[src/logic/cfd_diag_pkg.sv]
// package: register map, field layout and carrier types of the can fd diagnostics block
`default_nettype none
package cfd_diag_pkg;

  // ==========================================================
  // register map (byte addresses, one 32-bit word each)
  localparam int ADDR_W = 8;
  localparam logic [7:0] OFS_CNT_DATA = 8'h00;
  localparam logic [7:0] OFS_CNT_NOM = 8'h04;
  localparam logic [7:0] OFS_ERR_FLAGS = 8'h08;
  localparam logic [7:0] OFS_CLEAN_CNT = 8'h0c;
  localparam logic [7:0] OFS_STEER_UPPER = 8'h10;
  localparam logic [7:0] OFS_STEER_LOWER = 8'h14;

  // register select codes
  localparam logic [2:0] SEL_CNT_DATA = 3'h0;
  localparam logic [2:0] SEL_CNT_NOM = 3'h1;
  localparam logic [2:0] SEL_ERR_FLAGS = 3'h2;
  localparam logic [2:0] SEL_CLEAN_CNT = 3'h3;
  localparam logic [2:0] SEL_STEER_UPPER = 3'h4;
  localparam logic [2:0] SEL_STEER_LOWER = 3'h5;
  localparam logic [2:0] SEL_NONE = 3'h7;

  // ==========================================================
  // reset values and field masks
  localparam logic [15:0] RST_REG16 = 16'h0000;
  localparam logic [15:0] FLAG_IMPL_MASK = 16'hfbbf;
  localparam logic [15:0] FLAG_CLR_ONLY_MASK = 16'h2000;
  localparam logic [15:0] FLAG_RW_MASK = 16'hdbbf;
  localparam logic [7:0] SLOT_IMPL_MASK = 8'h9f;
  localparam int SLOT_EN_BIT = 7;

  // error flag bit positions
  localparam int FB_LEN_OVF = 15;
  localparam int FB_ESI = 14;
  localparam int FB_F_CRC = 13;
  localparam int FB_F_STUFF = 12;
  localparam int FB_F_FORM = 11;
  localparam int FB_F_BIT1 = 9;
  localparam int FB_F_BIT0 = 8;
  localparam int FB_BUS_OFF = 7;
  localparam int FB_S_CRC = 5;
  localparam int FB_S_STUFF = 4;
  localparam int FB_S_FORM = 3;
  localparam int FB_S_ACK = 2;
  localparam int FB_S_BIT1 = 1;
  localparam int FB_S_BIT0 = 0;

  // ==========================================================
  // protocol constants
  localparam logic [2:0] STUFF_RUN_LIMIT = 3'h5;
  localparam logic [3:0] RECOVERY_RUN = 4'hb;
  localparam logic [4:0] OBJ_PTR_MIN = 5'h01;
  localparam logic [4:0] OBJ_PTR_MAX = 5'h07;
  localparam logic [7:0] CNT8_MAX = 8'hff;
  localparam logic [1:0] RESP_OKAY = 2'h0;
  localparam logic [1:0] RESP_SLVERR = 2'h2;

  // ==========================================================
  // carrier types from the protocol engine
  typedef struct packed {
    logic fast_tx_err;
    logic fast_rx_err;
    logic slow_tx_err;
    logic slow_rx_err;
    logic form_err;
    logic form_fast;
    logic ack_err;
    logic esi_seen;
    logic bus_off_enter;
    logic frame_clean;
  } cfd_evt_t;

  typedef struct packed {
    logic chk;
    logic fast;
    logic [20:0] calc;
    logic [20:0] recv;
  } cfd_crc_t;

  typedef struct packed {
    logic chk;
    logic [3:0] dlc;
    logic [2:0] payload_cap;
  } cfd_dlc_t;

  typedef struct packed {
    logic valid;
    logic fast;
    logic tx_active;
    logic tx_level;
    logic bus_level;
    logic arbitration;
    logic stuff_zone;
    logic drive_zone;
    logic recovering;
  } cfd_bit_t;

  typedef struct packed {
    logic valid;
    logic [1:0] slot;
  } cfd_hit_t;

endpackage : cfd_diag_pkg
`default_nettype wire

[src/logic/cfd_diag.sv]
// can fd bus diagnostics, error flags and receive steering behind an axi4-lite slave
//
// The register offsets and the AXI4-Lite register port were chosen for this implementation.
`default_nettype none

// Functional notes
// - data-phase transmit error count, upper byte
// - data-phase receive error count, lower byte
// - nominal transmit error count, upper byte
// - nominal receive error count, lower byte
// - flag when dlc exceeds buffer payload size
// - flag received fd frame with esi set
// - data-phase crc/stuff/form/bit flags; crc clear-only
// - flag every bus-off entry
// - flag crc mismatch on received message
// - flag more than five equal stuffed bits
// - flag illegal fixed-format field
// - flag transmitted frame never acknowledged
// - flag recessive sent, dominant seen, outside arbitration
// - flag dominant sent, recessive seen while driving
// - recovery: eleven recessive bits set dominant flag
// - 16-bit clean message counter, software writable
// - per-filter enable bit on top of slot
// - hit steers to object named by pointer
// - pointer zero reserved, never steered to
// - unimplemented bits ignore writes, read zero
module cfd_diag (
  // clock and reset
  input wire logic sys_clk,
  input wire logic rst_b,
  // axi4-lite write address
  input wire logic s_axi_awvalid,
  output logic s_axi_awready,
  input wire logic [cfd_diag_pkg::ADDR_W-1:0] s_axi_awaddr,
  // axi4-lite write data
  input wire logic s_axi_wvalid,
  output logic s_axi_wready,
  input wire logic [31:0] s_axi_wdata,
  input wire logic [3:0] s_axi_wstrb,
  // axi4-lite write response
  output logic s_axi_bvalid,
  input wire logic s_axi_bready,
  output logic [1:0] s_axi_bresp,
  // axi4-lite read address
  input wire logic s_axi_arvalid,
  output logic s_axi_arready,
  input wire logic [cfd_diag_pkg::ADDR_W-1:0] s_axi_araddr,
  // axi4-lite read data
  output logic s_axi_rvalid,
  input wire logic s_axi_rready,
  output logic [31:0] s_axi_rdata,
  output logic [1:0] s_axi_rresp,
  // protocol engine events, same clock
  input wire cfd_diag_pkg::cfd_evt_t evt,
  input wire cfd_diag_pkg::cfd_crc_t crc,
  input wire cfd_diag_pkg::cfd_dlc_t dlc,
  input wire cfd_diag_pkg::cfd_bit_t bit_mon,
  input wire cfd_diag_pkg::cfd_hit_t hit,
  // steering result toward the receive buffers
  output logic steer_valid,
  output logic [4:0] steer_object
);

  // ==========================================================
  // state
  typedef struct packed {
    logic awready;
    logic wready;
    logic aw_held;
    logic w_held;
    logic [cfd_diag_pkg::ADDR_W-1:0] waddr;
    logic [31:0] wdata;
    logic [3:0] wstrb;
    logic bvalid;
    logic [1:0] bresp;
    logic arready;
    logic rvalid;
    logic [31:0] rdata;
    logic [1:0] rresp;
    logic [7:0] fast_phase_tx_fault_count;
    logic [7:0] fast_phase_rx_fault_count;
    logic [7:0] slow_phase_tx_fault_count;
    logic [7:0] slow_phase_rx_fault_count;
    logic [15:0] flags;
    logic [15:0] clean_frame_counter;
    logic [15:0] steer_upper;
    logic [15:0] steer_lower;
    logic run_level;
    logic [2:0] run_len;
    logic [3:0] rec_len;
    logic steer_valid;
    logic [4:0] steer_object;
  } cfd_state_t;

  cfd_state_t s_r;
  cfd_state_t s_nxt;

  // ==========================================================
  // helpers
  function automatic logic [2:0] cfd_sel(input logic [cfd_diag_pkg::ADDR_W-1:0] a);
    case (a)
      cfd_diag_pkg::OFS_CNT_DATA: cfd_sel = cfd_diag_pkg::SEL_CNT_DATA;
      cfd_diag_pkg::OFS_CNT_NOM: cfd_sel = cfd_diag_pkg::SEL_CNT_NOM;
      cfd_diag_pkg::OFS_ERR_FLAGS: cfd_sel = cfd_diag_pkg::SEL_ERR_FLAGS;
      cfd_diag_pkg::OFS_CLEAN_CNT: cfd_sel = cfd_diag_pkg::SEL_CLEAN_CNT;
      cfd_diag_pkg::OFS_STEER_UPPER: cfd_sel = cfd_diag_pkg::SEL_STEER_UPPER;
      cfd_diag_pkg::OFS_STEER_LOWER: cfd_sel = cfd_diag_pkg::SEL_STEER_LOWER;
      default: cfd_sel = cfd_diag_pkg::SEL_NONE;
    endcase
  endfunction : cfd_sel

  // byte lanes 0 and 1 carry the 16-bit register; lanes 2 and 3 are ignored
  function automatic logic [15:0] cfd_merge(input logic [15:0] old, input logic [31:0] d,
                                            input logic [3:0] st);
    cfd_merge = {st[1] ? d[15:8] : old[15:8], st[0] ? d[7:0] : old[7:0]};
  endfunction : cfd_merge

  // error counters stop at the top instead of wrapping to a clean-looking zero
  function automatic logic [7:0] cfd_sat_inc(input logic [7:0] c, input logic inc);
    cfd_sat_inc = (inc && c != cfd_diag_pkg::CNT8_MAX) ? c + 8'h01 : c;
  endfunction : cfd_sat_inc

  function automatic logic [6:0] cfd_dlc_bytes(input logic [3:0] d);
    case (d)
      4'h9: cfd_dlc_bytes = 7'h0c;
      4'ha: cfd_dlc_bytes = 7'h10;
      4'hb: cfd_dlc_bytes = 7'h14;
      4'hc: cfd_dlc_bytes = 7'h18;
      4'hd: cfd_dlc_bytes = 7'h20;
      4'he: cfd_dlc_bytes = 7'h30;
      4'hf: cfd_dlc_bytes = 7'h40;
      default: cfd_dlc_bytes = {3'h0, d};
    endcase
  endfunction : cfd_dlc_bytes

  function automatic logic [6:0] cfd_cap_bytes(input logic [2:0] p);
    case (p)
      3'h0: cfd_cap_bytes = 7'h08;
      3'h1: cfd_cap_bytes = 7'h0c;
      3'h2: cfd_cap_bytes = 7'h10;
      3'h3: cfd_cap_bytes = 7'h14;
      3'h4: cfd_cap_bytes = 7'h18;
      3'h5: cfd_cap_bytes = 7'h20;
      3'h6: cfd_cap_bytes = 7'h30;
      default: cfd_cap_bytes = 7'h40;
    endcase
  endfunction : cfd_cap_bytes

  // ==========================================================
  // next state
  always_comb begin
    logic [15:0] set;
    logic [15:0] wv;
    logic [2:0] wsel;
    logic [2:0] rsel;
    logic do_wr;
    logic bit1_err;
    logic bit0_err;
    logic stuff_err;
    logic rec_hit;
    logic [7:0] slot;
    set = 16'h0000;
    wv = 16'h0000;
    wsel = cfd_sel(s_r.waddr);
    rsel = cfd_sel(s_axi_araddr);
    do_wr = s_r.aw_held && s_r.w_held && !s_r.bvalid;
    bit1_err = 1'b0;
    bit0_err = 1'b0;
    stuff_err = 1'b0;
    rec_hit = 1'b0;
    slot = 8'h00;
    s_nxt = s_r;

    // bus bit monitor
    if (bit_mon.valid) begin
      bit1_err = bit_mon.tx_active && !bit_mon.arbitration &&
                 bit_mon.tx_level && !bit_mon.bus_level;
      bit0_err = bit_mon.drive_zone && !bit_mon.tx_level && bit_mon.bus_level;
      if (bit_mon.stuff_zone) begin
        if (s_r.run_len != 3'h0 && bit_mon.bus_level == s_r.run_level) begin
          if (s_r.run_len == cfd_diag_pkg::STUFF_RUN_LIMIT) begin
            stuff_err = 1'b1;
            s_nxt.run_len = 3'h0;
          end else begin
            s_nxt.run_len = s_r.run_len + 3'h1;
          end
        end else begin
          s_nxt.run_len = 3'h1;
        end
        s_nxt.run_level = bit_mon.bus_level;
      end else begin
        s_nxt.run_len = 3'h0;
      end
      // recovery progress: restart the count on every dominant bit
      if (bit_mon.recovering && bit_mon.bus_level) begin
        if (s_r.rec_len == cfd_diag_pkg::RECOVERY_RUN - 4'h1) begin
          rec_hit = 1'b1;
          s_nxt.rec_len = 4'h0;
        end else begin
          s_nxt.rec_len = s_r.rec_len + 4'h1;
        end
      end else begin
        s_nxt.rec_len = 4'h0;
      end
    end

    // hardware flag sets
    set[cfd_diag_pkg::FB_LEN_OVF] = dlc.chk &&
        (cfd_dlc_bytes(dlc.dlc) > cfd_cap_bytes(dlc.payload_cap));
    set[cfd_diag_pkg::FB_ESI] = evt.esi_seen;
    set[cfd_diag_pkg::FB_F_CRC] = crc.chk && crc.fast && crc.calc != crc.recv;
    set[cfd_diag_pkg::FB_F_STUFF] = stuff_err && bit_mon.fast;
    set[cfd_diag_pkg::FB_F_FORM] = evt.form_err && evt.form_fast;
    set[cfd_diag_pkg::FB_F_BIT1] = bit1_err && bit_mon.fast;
    set[cfd_diag_pkg::FB_F_BIT0] = bit0_err && bit_mon.fast;
    set[cfd_diag_pkg::FB_BUS_OFF] = evt.bus_off_enter;
    set[cfd_diag_pkg::FB_S_CRC] = crc.chk && !crc.fast && crc.calc != crc.recv;
    set[cfd_diag_pkg::FB_S_STUFF] = stuff_err && !bit_mon.fast;
    set[cfd_diag_pkg::FB_S_FORM] = evt.form_err && !evt.form_fast;
    set[cfd_diag_pkg::FB_S_ACK] = evt.ack_err;
    set[cfd_diag_pkg::FB_S_BIT1] = bit1_err && !bit_mon.fast;
    set[cfd_diag_pkg::FB_S_BIT0] = (bit0_err && !bit_mon.fast) || rec_hit;

    // counters: a software write in the same cycle wins over an increment
    s_nxt.fast_phase_tx_fault_count = cfd_sat_inc(s_r.fast_phase_tx_fault_count,
                                                  evt.fast_tx_err);
    s_nxt.fast_phase_rx_fault_count = cfd_sat_inc(s_r.fast_phase_rx_fault_count,
                                                  evt.fast_rx_err);
    s_nxt.slow_phase_tx_fault_count = cfd_sat_inc(s_r.slow_phase_tx_fault_count,
                                                  evt.slow_tx_err);
    s_nxt.slow_phase_rx_fault_count = cfd_sat_inc(s_r.slow_phase_rx_fault_count,
                                                  evt.slow_rx_err);
    s_nxt.clean_frame_counter = s_r.clean_frame_counter +
                                {15'h0000, evt.frame_clean};
    s_nxt.flags = s_r.flags;

    // ========================================================
    // axi write channel
    if (s_axi_awvalid && s_r.awready) begin
      s_nxt.aw_held = 1'b1;
      s_nxt.waddr = s_axi_awaddr;
    end
    if (s_axi_wvalid && s_r.wready) begin
      s_nxt.w_held = 1'b1;
      s_nxt.wdata = s_axi_wdata;
      s_nxt.wstrb = s_axi_wstrb;
    end
    if (s_r.bvalid && s_axi_bready) begin
      s_nxt.bvalid = 1'b0;
    end
    if (do_wr) begin
      s_nxt.aw_held = 1'b0;
      s_nxt.w_held = 1'b0;
      s_nxt.bvalid = 1'b1;
      s_nxt.bresp = (wsel == cfd_diag_pkg::SEL_NONE) ? cfd_diag_pkg::RESP_SLVERR
                                                     : cfd_diag_pkg::RESP_OKAY;
      case (wsel)
        cfd_diag_pkg::SEL_CNT_DATA: begin
          wv = cfd_merge({s_r.fast_phase_tx_fault_count, s_r.fast_phase_rx_fault_count},
                         s_r.wdata, s_r.wstrb);
          s_nxt.fast_phase_tx_fault_count = wv[15:8];
          s_nxt.fast_phase_rx_fault_count = wv[7:0];
        end
        cfd_diag_pkg::SEL_CNT_NOM: begin
          wv = cfd_merge({s_r.slow_phase_tx_fault_count, s_r.slow_phase_rx_fault_count},
                         s_r.wdata, s_r.wstrb);
          s_nxt.slow_phase_tx_fault_count = wv[15:8];
          s_nxt.slow_phase_rx_fault_count = wv[7:0];
        end
        cfd_diag_pkg::SEL_ERR_FLAGS: begin
          // the data-phase crc flag can only be cleared, never set, by software
          wv = cfd_merge(s_r.flags, s_r.wdata, s_r.wstrb);
          s_nxt.flags = (wv & cfd_diag_pkg::FLAG_RW_MASK) |
                        (wv & s_r.flags & cfd_diag_pkg::FLAG_CLR_ONLY_MASK);
        end
        cfd_diag_pkg::SEL_CLEAN_CNT: begin
          s_nxt.clean_frame_counter = cfd_merge(s_r.clean_frame_counter,
                                                s_r.wdata, s_r.wstrb);
        end
        cfd_diag_pkg::SEL_STEER_UPPER: begin
          wv = cfd_merge(s_r.steer_upper, s_r.wdata, s_r.wstrb);
          s_nxt.steer_upper = wv & {cfd_diag_pkg::SLOT_IMPL_MASK,
                                    cfd_diag_pkg::SLOT_IMPL_MASK};
        end
        cfd_diag_pkg::SEL_STEER_LOWER: begin
          wv = cfd_merge(s_r.steer_lower, s_r.wdata, s_r.wstrb);
          s_nxt.steer_lower = wv & {cfd_diag_pkg::SLOT_IMPL_MASK,
                                    cfd_diag_pkg::SLOT_IMPL_MASK};
        end
        default: begin
        end
      endcase
    end
    // sets land after the software write so a same-cycle clear loses
    s_nxt.flags = (s_nxt.flags | set) & cfd_diag_pkg::FLAG_IMPL_MASK;
    s_nxt.awready = !s_nxt.aw_held && !s_nxt.bvalid;
    s_nxt.wready = !s_nxt.w_held && !s_nxt.bvalid;

    // ========================================================
    // axi read channel
    if (s_r.rvalid && s_axi_rready) begin
      s_nxt.rvalid = 1'b0;
    end
    if (s_axi_arvalid && s_r.arready) begin
      s_nxt.rvalid = 1'b1;
      s_nxt.rresp = cfd_diag_pkg::RESP_OKAY;
      case (rsel)
        cfd_diag_pkg::SEL_CNT_DATA: s_nxt.rdata = {16'h0000, s_r.fast_phase_tx_fault_count,
                                                   s_r.fast_phase_rx_fault_count};
        cfd_diag_pkg::SEL_CNT_NOM: s_nxt.rdata = {16'h0000, s_r.slow_phase_tx_fault_count,
                                                  s_r.slow_phase_rx_fault_count};
        cfd_diag_pkg::SEL_ERR_FLAGS: s_nxt.rdata = {16'h0000, s_r.flags};
        cfd_diag_pkg::SEL_CLEAN_CNT: s_nxt.rdata = {16'h0000, s_r.clean_frame_counter};
        cfd_diag_pkg::SEL_STEER_UPPER: s_nxt.rdata = {16'h0000, s_r.steer_upper};
        cfd_diag_pkg::SEL_STEER_LOWER: s_nxt.rdata = {16'h0000, s_r.steer_lower};
        default: begin
          s_nxt.rdata = 32'h0000_0000;
          s_nxt.rresp = cfd_diag_pkg::RESP_SLVERR;
        end
      endcase
    end
    s_nxt.arready = !s_nxt.rvalid;

    // ========================================================
    // receive steering
    case (hit.slot)
      2'h0: slot = s_r.steer_lower[7:0];
      2'h1: slot = s_r.steer_lower[15:8];
      2'h2: slot = s_r.steer_upper[7:0];
      default: slot = s_r.steer_upper[15:8];
    endcase
    // reserved pointers, zero included, are dropped rather than steered anywhere
    s_nxt.steer_valid = hit.valid && slot[cfd_diag_pkg::SLOT_EN_BIT] &&
                        slot[4:0] >= cfd_diag_pkg::OBJ_PTR_MIN &&
                        slot[4:0] <= cfd_diag_pkg::OBJ_PTR_MAX;
    s_nxt.steer_object = s_nxt.steer_valid ? slot[4:0] : 5'h00;
  end

  // ==========================================================
  // registers
  always_ff @(posedge sys_clk) begin
    if (!rst_b) begin
      s_r <= '0;
    end else begin
      s_r <= s_nxt;
    end
  end

  assign s_axi_awready = s_r.awready;
  assign s_axi_wready = s_r.wready;
  assign s_axi_bvalid = s_r.bvalid;
  assign s_axi_bresp = s_r.bresp;
  assign s_axi_arready = s_r.arready;
  assign s_axi_rvalid = s_r.rvalid;
  assign s_axi_rdata = s_r.rdata;
  assign s_axi_rresp = s_r.rresp;
  assign steer_valid = s_r.steer_valid;
  assign steer_object = s_r.steer_object;

endmodule : cfd_diag
`default_nettype wire

[config.mk]
export PLATFORM = sky130hd
export DESIGN_NAME = cfd_diag
export DESIGN_NICKNAME = d
export VERILOG_FILES = /design/src/logic/cfd_diag_pkg.sv /design/src/logic/cfd_diag.sv
export SDC_FILE = /design/constraint.sdc
export NUM_CORES = 1
export LEC_CHECK = 0
export ABC_CLOCK_PERIOD_IN_PS = 7400
export BUFFER_PORTS_ARGS = -buffer_cell sky130_fd_sc_hd__buf_2
export CORE_MARGIN = 4
export CORE_UTILIZATION = 35
export CTS_CLUSTER_DIAMETER = 100
export DETAILED_ROUTE_END_ITERATION = 7
export GPL_TIMING_DRIVEN = 0
export RECOVER_POWER = 50
export SLEW_MARGIN = 10
export SYNTH_ARGS = -nofsm -noshare
export SYNTH_HDL_FRONTEND = slang
export SYNTH_SLANG_ARGS = --single-unit
[constraint.sdc]
create_clock -name sys_clk -period 7.4 [get_ports sys_clk]
set_clock_uncertainty 0.2 [all_clocks]
set_input_delay 0.37 -clock sys_clk [delete_from_list [all_inputs] [get_ports sys_clk]]
set_output_delay 0.37 -clock sys_clk [all_outputs]
set_load 0.01 [all_outputs]
==> metrics.txt <==
status=finished with violations; failing checks=max-capacitance violations, max-slew violations; RSZ-0062 raised after global routing=no; Setup crit start kind=flop; register bit total from synthesis=151; Die W=163 um; pin slew with the least headroom to its limit=1560 ps; initial core utilization=35.8%; row count=56; Final ANT Viol Nets=0; Die ar.=0.0267 sq mm; leakage power=0.00403 uW; Power Density=185 mW/mm^2; final hold violation count=0; FF-to-FF path depth=6; CP max FO=8; All-Layer GR Usage=21.4%; Hold Crit Class=in -> reg; Hold Path Depth=3; detailed placement HPWL=21,900 um; cells after synthesis=1,030; number of CTS-inserted buffers=17; synth top area cells=dfxtp_1 36%, nand2_1 6.3%, a21oi_1 5.6%; Mapped Area=0.00844 sq mm; Yosys top cell by area=dfxtp_1; DRT Pass-1 Iters=5; grt total ovfl=0; initial drt markers=875; H-tree levels=4; Worst Path Arrival=3520 ps; vias in the first global route=7,854; DRC viols=0; core area=0.0236 sq mm; Fmax=0.292 GHz; Max Cap Viol=2; Avg Inst Size Synth=8.20 sq um; worst IR drop on VDD=0.000122 V; WL per Instance=18.5 um; number of port buffers=139; top cell type's share of synthesized area=35.8%; Final min period=3420 ps; Final setup viols=0; Yosys cell types=78; Yosys warning count=0; initial antenna violation count=0; CTS tree=yes; layout cells sized above 1=18.7%; Post-synth EDFFs=0; largest net degree at the start of global routing=17; clk_lat worst skew=440 ps; Crit path required time=7500 ps; Async SR Flop Fraction=0%; TNS Setup=0 ps; sequential area share after synthesis=35.8%; Synth Flop Type=dfxtp_1; nets=1,384; CTS clk-pin slew, worst paths=60 ps; Via Count=8,646; Final period util=46.2%; CTS Sinks=151; WHS=4.37 ps; Via-to-Cell Ratio=5.51; final wirelength=28,900 um; crit path kind=reg -> reg; CP Capture Type=flop; max_slew headroom=-5.12%; CTS max path bufs=2; root buffer cell=clkbuf_16; Die Span Y=163 um; # IOs=180; Slew Viols, Final=18; Resized cells post-CTS=0; first-pass GRT wire length=44,000 um; Area Overhead vs Synth=23.2%; placer congestion estimate=0.952; ant diodes=0
## critical path, stage by stage (launching register included)
cell,delay [ps]
dfxtp_1,400
or4b_1,460
clkbuf_1,220
nor4_1,1310
nor2_1,280
a221oi_1,340
a311oi_1,70
## power breakdown
group	internal, uW	switching, uW
Sequential	834	28.6
Clock	491	364
Combinational	88.9	114
Total	1410	507
## registers in the layout, summed over array words and instances (netlist names)
name	count
s_axi_bvalid	1
steer_valid	1
s_r	122
s_axi_rvalid	1
s_axi_rdata	16
s_axi_arready	1
s_axi_wready	1
s_axi_rresp	1
s_axi_bresp	1
steer_object	5
s_axi_awready	1
## per-stage QoR
step / power, uW / worst slack [ps] / instance area (sq um) / cells / util (%)
floorplan: 982 / 4550 / 8510 / 1049 / -
global placement: 1070 / 3770 / 9610 / 1507 / 40.7
detailed placement: 1070 / 3750 / 9620 / 1508 / 40.7
CTS: 1930 / 4080 / 10500 / 1568 / 44.3
global route: 1990 / 3710 / 10400 / 1568 / 44.1
finish: 1920 / 3980 / 10400 / 1568 / 44.1
## placed cells by master (no fill, tap or decap), drive strengths merged, types with 20 or more instances in the layout
cell type / count
buf: 161
mux2i: 33
o21ai: 51
nor2: 66
nor3: 24
nand2: 142
dlygate4sd3: 29
mux2: 25
dfxtp: 151
nand4: 24
xor2: 20
a21oi: 95
conb: 20
nand3: 52
clkbuf: 92
## logic make-up (layout without fill, tap and decap cells)
group / Yosys count / after routing / synth area share, %
compound gates: 240 / 240 / 17.7
xor+xnor: 25 / 25 / 2.59
fa+ha+maj: 14 / 14 / 2.08
buf+inv: 110 / 310 / 6.94
flops: 151 / 151 / 35.8
mux: 61 / 61 / 8.05
other cells: 1 / 20 / 0.0444
simple gates: 428 / 428 / 26.8
## per-layer routing
metal  vias up  global-route usage [%]  part of all wire [%]
met1      4051                    29.7                    45
met5         -                       0                     0
met3        66                    4.72                   8.5
li1       4136                       -                     -
met4         0                    7.62                   3.4
met2       393                    32.6                    43
## final timing paths
check                                startpoint        endpoint  slack (ps)
worst max-delay path                   s_r[193]         s_r[96]        3980
worst min-delay path            s_axi_awaddr[5]        s_r[190]           4
worst max register to register         s_r[193]         s_r[96]        3980
worst min register to register   s_axi_rdata[3]  s_axi_rdata[3]         250
## synthesized netlist by cell type, types with 20 or more instances
library cell,instances
dfxtp_1,151
nand4_1,24
clkbuf_1,43
a21oi_1,95
o21ai_0,48
nor3_1,23
xor2_1,20
nor2_1,66
mux2i_1,33
nand3_1,49
mux2_2,25
nand2_1,142
buf_4,41
## timing repair
action                                 in CTS  in global routing
hold buffers                               29                  0
setup buffers                               0                  0
endpoints found under the hold margin      27                  0
## final cells by class
class,count,area [sq um]
fill,2448,13200
multi-input combinational,788,4890
sequential,151,3020
timing repair buffer,169,953
buffer,95,522
clock buffer,18,429
tap,319,399
clock inverter,13,131
inverter,15,56.3
No activity file was read; power rests on OpenSTA's default activity.
